File: src/logic/opmode_pkg.sv
package opmode_pkg;
	localparam logic [4:0] OFF_STATE_CODE = 5'h14;
	localparam logic [4:0] SLEEP_CODE = 5'h0A;
	localparam logic [4:0] ACTIVE_CODE = 5'h05;
	localparam logic [15:0] INTERVAL_RESET = 16'h0000;
	localparam logic [1:0] CAUSE_POWER_ON = 2'h0;
	localparam logic [1:0] CAUSE_COMMAND = 2'h1;
	localparam logic [1:0] CAUSE_TIMEOUT = 2'h2;
	localparam logic [1:0] CAUSE_FAULT = 2'h3;
	localparam int CYCLIC_TICK_NS = 1000;
	localparam int CLK_PERIOD_NS = 4;
	localparam int CYCLIC_TICK_CYCLES = CYCLIC_TICK_NS / CLK_PERIOD_NS;
	typedef enum logic [3:0] {
		ST_OFF = 4'b0001,
		ST_LOW = 4'b0010,
		ST_ACTIVE = 4'b0100,
		ST_CYCLIC = 4'b1000
	} op_state_e;
endpackage

File: src/logic/operation_mode_controller.sv
`timescale 1ns/1ps
module operation_mode_controller import opmode_pkg::*; #(
	parameter int TICK_CYCLES = CYCLIC_TICK_CYCLES
) (
	input wire logic clk_in,
	input wire logic rst_b_in,
	input wire logic target_write_in,
	input wire logic [4:0] target_state_field_in,
	input wire logic [15:0] cyclic_wake_interval_in,
	input wire logic bus_activity_in,
	input wire logic wake_event_in,
	input wire logic fatal_fault_in,
	input wire logic comm_timeout_in,
	input wire logic timeout_to_reset_in,
	input wire logic meas_busy_in,
	input wire logic meas_done_in,
	input wire logic limit_violation_in,
	input wire logic host_meas_enable_in,
	output logic [3:0] operating_state_register_out,
	output logic [1:0] reset_cause_register_out,
	output logic meas_abort_out,
	output logic results_invalidate_out,
	output logic self_test_start_out,
	output logic measurement_enable_bit_out,
	output logic conversion_allowed_out,
	output logic balancing_allowed_out,
	output logic wipe_volatile_out,
	output logic wipe_low_power_out
);
	// refuse a tick count that the prescaler cannot serve
	if (TICK_CYCLES < 1) begin : g_bad_tick
		$error("tick count must be at least one");
	end

	typedef struct packed {
		op_state_e state;
		op_state_e prev;
		logic [1:0] cause;
		logic [31:0] tick;
		logic [15:0] interval_cnt;
		logic abort;
		logic invalidate;
		logic bist;
		logic meas_en;
		logic conv_ok;
		logic bal_ok;
		logic wipe_all;
		logic wipe_low;
	} state_s;

	state_s cur;
	state_s next_cur;
	// synchronised pins; first stage only feeds the second
	logic [1:0] bus_sync;
	logic [1:0] wake_sync;

	// -------------------------------------------------------------
	// pin synchronisers
	// -------------------------------------------------------------
	always_ff @(posedge clk_in or negedge rst_b_in) begin
		if (!rst_b_in) begin
			bus_sync <= 2'h0;
			wake_sync <= 2'h0;
		end else begin
			bus_sync <= {bus_sync[0], bus_activity_in};
			wake_sync <= {wake_sync[0], wake_event_in};
		end
	end

	// -------------------------------------------------------------
	// next-state logic
	// -------------------------------------------------------------
	// pulses drop each cycle; a transition raises for one cycle the ones that fit its goal state, and abort only while busy
	always_comb begin
		op_state_e goal;
		logic go;
		goal = cur.state;
		go = 1'b0;
		next_cur = cur;
		next_cur.abort = 1'b0;
		next_cur.invalidate = 1'b0;
		next_cur.bist = 1'b0;
		next_cur.wipe_all = 1'b0;
		next_cur.wipe_low = 1'b0;
		if (fatal_fault_in) begin
			goal = ST_OFF;
			go = 1'b1;
			next_cur.cause = CAUSE_FAULT;
		end else if (comm_timeout_in && cur.state != ST_OFF) begin
			go = 1'b1;
			if (timeout_to_reset_in) begin
				goal = ST_OFF;
				next_cur.cause = CAUSE_TIMEOUT;
			end else begin
				goal = cur.prev;
			end
		end else begin
			case (cur.state)
				ST_OFF: begin
					// only host activity wakes; wake pins ignored here
					if (bus_sync[1]) begin
						goal = ST_ACTIVE;
						go = 1'b1;
					end
				end
				ST_LOW: begin
					// monitors wake sources, no conversion here
					if (wake_sync[1]) begin
						goal = ST_ACTIVE;
						go = 1'b1;
					end else if (cyclic_wake_interval_in != INTERVAL_RESET) begin
						if (cur.tick >= TICK_CYCLES - 1) begin
							next_cur.tick = 32'h0;
							if (cur.interval_cnt >= cyclic_wake_interval_in - 16'h1) begin
								goal = ST_CYCLIC;
								go = 1'b1;
							end else begin
								next_cur.interval_cnt = cur.interval_cnt + 16'h1;
							end
						end else begin
							next_cur.tick = cur.tick + 32'h1;
						end
					end // zero interval: wait for a command
				end
				ST_CYCLIC: begin
					// one measurement, then limit check or synchronised wake pin decides
					if (meas_done_in) begin
						goal = (limit_violation_in || wake_sync[1]) ? ST_ACTIVE : ST_LOW;
						go = 1'b1;
					end
				end
				ST_ACTIVE: begin
				end
				default: begin
					goal = ST_OFF;
					go = 1'b1;
				end
			endcase
			if (target_write_in && cur.state != ST_OFF) begin
				case (target_state_field_in)
					OFF_STATE_CODE: begin
						goal = ST_OFF;
						go = 1'b1;
						next_cur.cause = CAUSE_COMMAND;
					end
					SLEEP_CODE: begin
						goal = ST_LOW;
						go = 1'b1;
					end
					ACTIVE_CODE: begin
						goal = ST_ACTIVE;
						go = 1'b1;
					end
					default: begin
					end
				endcase
			end
		end
		if (go && goal != cur.state) begin
			next_cur.prev = cur.state;
			next_cur.state = goal;
			next_cur.tick = 32'h0;
			next_cur.interval_cnt = 16'h0;
			next_cur.abort = meas_busy_in;
			next_cur.wipe_all = (goal == ST_OFF);
			next_cur.wipe_low = (goal == ST_LOW);
			next_cur.invalidate = (goal == ST_ACTIVE);
			next_cur.bist = (goal == ST_ACTIVE);
		end
		next_cur.conv_ok = (next_cur.state == ST_ACTIVE) || (next_cur.state == ST_CYCLIC);
		next_cur.bal_ok = (next_cur.state != ST_OFF);
		// the enable follows the state being entered, so it lands with the state itself;
		// host writes to the enable are ignored outside active mode
		case (next_cur.state)
			ST_CYCLIC: next_cur.meas_en = 1'b1;
			ST_ACTIVE: next_cur.meas_en = host_meas_enable_in;
			default: next_cur.meas_en = 1'b0;
		endcase
	end

	// -------------------------------------------------------------
	// state register
	// -------------------------------------------------------------
	// reset lands in off with wipe raised
	always_ff @(posedge clk_in or negedge rst_b_in) begin
		if (!rst_b_in) begin
			cur <= '{state: ST_OFF, prev: ST_OFF, cause: CAUSE_POWER_ON, tick: 32'h0,
				interval_cnt: 16'h0, abort: 1'b0, invalidate: 1'b0,
				bist: 1'b0, meas_en: 1'b0, conv_ok: 1'b0, bal_ok: 1'b0, wipe_all: 1'b1,
				wipe_low: 1'b0};
		end else begin
			cur <= next_cur;
		end
	end

	assign operating_state_register_out = cur.state;
	assign reset_cause_register_out = cur.cause;
	assign meas_abort_out = cur.abort;
	assign results_invalidate_out = cur.invalidate;
	assign self_test_start_out = cur.bist;
	assign measurement_enable_bit_out = cur.meas_en;
	assign conversion_allowed_out = cur.conv_ok;
	assign balancing_allowed_out = cur.bal_ok;
	assign wipe_volatile_out = cur.wipe_all;
	assign wipe_low_power_out = cur.wipe_low;
endmodule

File: config.mk
export PLATFORM = sky130hd
export DESIGN_NAME = operation_mode_controller
export DESIGN_NICKNAME = d
export VERILOG_FILES = /design/src/logic/opmode_pkg.sv /design/src/logic/operation_mode_controller.sv
export SDC_FILE = /design/constraint.sdc
export NUM_CORES = 1
export LEC_CHECK = 0
export BUFFER_PORTS_ARGS = -buffer_cell sky130_fd_sc_hd__buf_2
export CORE_ASPECT_RATIO = 0.75
export CORE_UTILIZATION = 60
export CTS_BUF_LIST = sky130_fd_sc_hd__clkbuf_16
export DETAILED_ROUTE_END_ITERATION = 7
export PLACE_DENSITY = 0.91
export SLEW_MARGIN = 20
export SYNTH_ARGS = -nofsm -noshare
export SYNTH_HDL_FRONTEND = slang
export SYNTH_SLANG_ARGS = --single-unit
File: constraint.sdc
create_clock -name clk_in -period 8.7 [get_ports clk_in]
set_input_delay 2.175 -clock clk_in [delete_from_list [all_inputs] [get_ports clk_in]]
set_output_delay 2.175 -clock clk_in [all_outputs]
set_load 0.05 [all_outputs]
* Word level (Yosys, flattened, before mapping)
Cells that the tools add are included.
** Cells by class
- Multiplexer cells :: 41
- Equal/unequal tests :: 20
- Reductions and logical operators :: 15
- Order comparisons :: 2
- Add/sub/neg operators :: 3
** Operators by type and width (count)
- $mux 48 :: 5
- $mux 51 :: 1
- $mux 4 :: 10
- $add 32x1->32 const B :: 1
- $ge 32x8->1 const B :: 1
- $mux 16 :: 2
- $mux 32 :: 1
- $add 16x1->16 const B :: 1
- $ge 16x16->1 :: 1
- $pmux 4 s4 :: 1
- $reduce_bool 16->1 :: 1
- $sub 16x1->16 const B :: 1
- $eq 4x3->1 const B :: 3
- $mux 2 :: 6
- $pmux 4 s3 :: 1
- $mux 1 :: 10
- $eq 4x1->1 const B :: 2
- $eq 4x2->1 const B :: 2
- $eq 4x4->1 const B :: 2
- $mux 8 :: 1
- $ne 2x1->1 const B :: 4
- $ne 4x1->1 const B :: 2
- $reduce_and 7->1 :: 1
- $reduce_bool 2->1 :: 3
- other kinds (14) :: 18
** Storage, ports and cells
- Word-level logic and storage cells :: 96
- Input port bits :: 33
- Register bits after elaboration :: 70

* Logic depth before layout (Yosys ltp)
- Depth in word-level cells :: 16
- Gate-level depth with buffers :: 17

* Worst setup path after synthesis
Ideal clock, no wire load.
- Path type :: in2reg
- Start :: input port cyclic_wake_interval_in[3]
- End :: register cur[59] in the netlist's numbering
- Path buffers :: 1
- Data arrival time :: 5.870 ns
- Slack :: 2.705 ns
- Required time :: 8.575 ns
- Stages on the path :: 14
- Cell sequence :: or4_1 > nand2b_1 > or2_2 > nor4_1 > xnor2_1 > ha_1 > and2_1 > a221oi_1 > o211ai_1 > a2111oi_2 > o21bai_1 > a2111o_1 > buf_6 > mux2_4
** On the way
- Longest elaborated chain between the ends :: 13
** Ends and longest elaborated chain
- start: declaration :: RTL line operation_mode_controller.sv:9 : input wire logic [15:0] cyclic_wake_interval_in,
- $sub 16x1->16 :: RTL line operation_mode_controller.sv:114 : if (cur.interval_cnt >= cyclic_wake_interval_in - 16'h1) begin
- $ge 16x16->1 :: RTL line operation_mode_controller.sv:114
- $mux 4 :: RTL line operation_mode_controller.sv:114
- $mux 4 :: RTL line operation_mode_controller.sv:112 : if (cur.tick >= TICK_CYCLES - 1) begin
- $mux 4 :: RTL line operation_mode_controller.sv:111 : end else if (cyclic_wake_interval_in != INTERVAL_RESET) begin
- $mux 4 :: RTL line operation_mode_controller.sv:108 : if (wake_sync[1]) begin
- $pmux 4 s4 :: RTL line operation_mode_controller.sv:98 : case (cur.state)
- $pmux 4 s3 :: RTL line operation_mode_controller.sv:140 : case (target_state_field_in)
- $mux 4 :: RTL line operation_mode_controller.sv:139 : if (target_write_in && cur.state != ST_OFF) begin
- $mux 4 :: RTL line operation_mode_controller.sv:89 : end else if (comm_timeout_in && cur.state != ST_OFF) begin
- $mux 4 :: RTL line operation_mode_controller.sv:85 : if (fatal_fault_in) begin
- $ne 4x4->1 :: RTL line operation_mode_controller.sv:159 : if (go && goal != cur.state) begin
- $logic_and 1x1->1 (*) :: RTL line operation_mode_controller.sv:159
- end signal: assignment :: RTL line operation_mode_controller.sv:187 : cur <= '{state: ST_OFF, prev: ST_OFF, cause: CAUSE_POWER_ON, tick: 32'h0,
- end signal: assignment :: RTL line operation_mode_controller.sv:192 : cur <= next_cur;
- end: declaration :: RTL line operation_mode_controller.sv:51 : state_s cur;
Mark *: on every way between the ends. The rest lies on a longest branch, timed or not.
A chain may end at the register's enable or synchronous reset.

* Final worst setup path
Same ends and word-level chain as after synthesis.

==> results_dict.tcl <==
set metrics [dict create \
    syn-instance-count 439 \
    synthesis.area_um2 4140 \
    yosysUniqueCellTypes 63 \
    core_um2 6470 \
    r2r_start "operating_state_register_out[0]" \
    hold_buffers 0 \
    synthesis.nets 493 \
    worstSetupEndpoint "cur[59]" \
    drt_iter0_drc 301 \
    syn_to_final_growth_pct 12.1 \
    worst-path-max-fanout 56 \
    cp.buffers_inverters 2 \
    die_h_um 74.0 \
    max_freq_mhz 154 \
    status "finished, violations left" \
    rows 25 \
    r2r-end "cur[59]" \
    r2r_slack_ns 4.85 \
    clk_pin_slew_ns 0.06 \
    power_leakage_nw 2.07 \
    synthTopCellsByCount "dfrtp_1 (66), nor2_1 (51), nand2_1 (30)" \
    finalWirelength_um 9300 \
    clock_path_buffers 2 \
    grt.overflow.total 0 \
    grt_pass1_vias 3303 \
    yosys.area.top_type "dfrtp_1" \
    antennaDiodeCount 0 \
    drc 3 \
    gp_congestion 0.861 \
    arrival_ns 6.71 \
    cts_tree "built" \
    vias 3485 \
    chipWidth_um 97.9 \
    cp.required_ns 8.91 \
    io_buffers 46 \
    synth_top_area_share_pct 39.9 \
    fin_nets 529 \
    ys_seq_area_share_pct 41.8 \
    async_reset_ff_share_pct 100 \
    r2r_cells 7 \
    synth.area.top_cells "dfrtp_1 (40%), ha_1 (6.3%), nor2_1 (4.6%), a21oi_1 (3.5%), xnor2_1 (3.2%)" \
    clk_latency_ns 0.33 \
    path_depth 14 \
    dp_hpwl_um 6440 \
    grt_use_total_pct 28.2 \
    cts-root-buf "clkbuf_16" \
    ys_ff_latch 69 \
    htree_levels 3 \
    cap_violations 0 \
    powerDensity_nw_per_um2 200 \
    finalPower_w 0.000930 \
    maxSlewViolCount 0 \
    ios 47 \
    syn_avg_cell_area_um2 9.43 \
    postCtsSetupRepairBufs 0 \
    slew_headroom_pct 32.7 \
    cts_made_buffers 9 \
    start_util_pct 64.0 \
    cts_sinks 69 \
    utilization_pct 71.7 \
    dieArea_um2 7240 \
    path_class "primary input to register" \
    critPathTopFamily "simple AND/OR/NAND/NOR gates" \
    grt_max_degree 70 \
    ant_nets 0 \
    tightest_slew_ns 1.01 \
    start_kind "primary input" \
    slowest_stage "a2111o_2" \
    peakVddDrop_mv 0.131 \
    drive_gt1_share_pct 19.4 \
    rsz0062_at_grt "false" \
    dr.pass1.iters 7 \
    yosysMostFrequentCell "dfrtp_1" \
    critPathLaunch "cyclic_wake_interval_in[3]" \
    violations "DRC" \
    avgRoutedWirePerCell_um 16.6 \
    layout_min_cycle_time_ns 6.51 \
    post-route-period-util_pct 74.8 \
    post_cts_resize_count 0 \
    critPathCaptureType "register" \
    skew_ns 0.00637 \
    grt_first_pass_wirelength_um 15800 \
    fin_tns_setup_ns 0 \
    finalHoldViolCount 0 \
    path_cells "buf_2, or4_1, or3_1, nor4_1, xnor2_1, ha_1, and4_1, nand4_1, a2111oi_0, a2111oi_2, buf_4, o21bai_1, a2111o_2, mux2_4" \
    routed_via_density 6.22 \
    synth-edff-count 0 \
    yosysWarningCount 0 \
    hold_class "register to register" \
    final-setup-viol-count 0 \
    synth-main-ff-cell "dfrtp_1" \
    antenna_found_initial 0 \
    slowest_delay_ns 0.86 \
]
## cell type report
class,instances,area [µm²]
Clock inverter,6,63.8
Clock buffer,9,225
Fill cell,462,1830
Tap cell,81,101
Sequential cell,69,1730
Inverter,11,41.3
Multi-Input combinational cell,334,2220
Timing Repair Buffer,50,260
## cell usage in the layout (no fill, tap or decap), drive strengths merged, types with 5 or more instances in the layout
cell type  Yosys  routed
nand3         18      18
and3          12      12
nor4          12      12
or4            6       6
nand2b         5       5
nor3          20      20
clkbuf         7       9
buf           18      50
ha            21      21
o31ai          7       7
o21ai         11      11
nor4bb         5       5
a21oi         29      29
xor2          14      14
dfrtp         66      66
nor2b          5       5
or3            5       5
nor2          52      52
nand2         30      30
nand4         13      13
xnor2         15      15
inv           11      12
mux2           5       5
## metal layers
layer	vias to the layer above	wire (µm)	track usage (%)
li1	1668	-	-
met1	1674	4160	36.6
met2	128	4430	47.6
met3	15	568	7.24
met4	0	144	8.42
met5	-	0	0
## worst min path at each step
| stage | slack (ns) | endpoint | cells after the start | from |
|---|---|---|---|---|
| floorplan | 0.33 | bus_sync[1] | 0 | bus_sync[0] |
| global placement | 0.34 | bus_sync[1] | 0 | bus_sync[0] |
| detailed placement | 0.34 | wake_sync[1] | 0 | wake_sync[0] |
| CTS | 0.35 | wake_sync[1] | 0 | wake_sync[0] |
| global route | 0.36 | wake_sync[1] | 0 | wake_sync[0] |
| finish | 0.35 | wake_sync[1] | 0 | wake_sync[0] |
## state kept, by name, summed over array words and instances (netlist names)
register / cells
wipe_volatile_out: 1
wake_sync: 2
self_test_start_out: 1
bus_sync: 2
cur: 52
conversion_allowed_out: 1
reset_cause_register_out: 2
measurement_enable_bit_out: 1
wipe_low_power_out: 1
meas_abort_out: 1
operating_state_register_out: 4
balancing_allowed_out: 1
## through the flow
stage | area, µm² | hold WS (ns) | setup WS (ns) | instances
2_1_floorplan | 4140 | 0.331 | 2.71 | 439
3_3_place_gp | 4350 | 0.335 | 2.00 | 545
3_5_place_dp | 4350 | 0.337 | 1.92 | 545
4_1_cts | 4640 | 0.347 | 2.24 | 560
5_1_grt | 4640 | 0.359 | 1.92 | 560
6_report | 4640 | 0.347 | 2.19 | 560
## worst reg2reg max path, cell delays in order, from the launching register on
cell       delay (ns)
dfstp_2          0.62
or4b_1           0.69
o2111ai_2        0.18
o211ai_1         0.15
o21ai_1          0.58
xor2_1           0.17
a2111o_2         0.90
mux2_4           0.45
## cells by family after synthesis
| logic type | count (synthesis) | share of synthesized area (%) |
|---|---|---|
| AO/OA/AOI/OAI | 74 | 12.0 |
| XOR/XNOR | 29 | 6.13 |
| adder cells (fa/ha/maj) | 21 | 6.34 |
| buffers and inverters | 36 | 4.65 |
| flip-flops | 69 | 41.8 |
| multiplexers | 6 | 1.96 |
| AND/OR/NAND/NOR | 204 | 27.1 |
## power breakdown
part	switching (W)	total [W]	internal (W)
registers	0.0000118	0.000351	0.000339
logic	0.000163	0.000225	0.0000622
clock network	0.000134	0.000354	0.000220
total	0.000309	0.000930	0.000621
(Power assumes the default switching activity.)
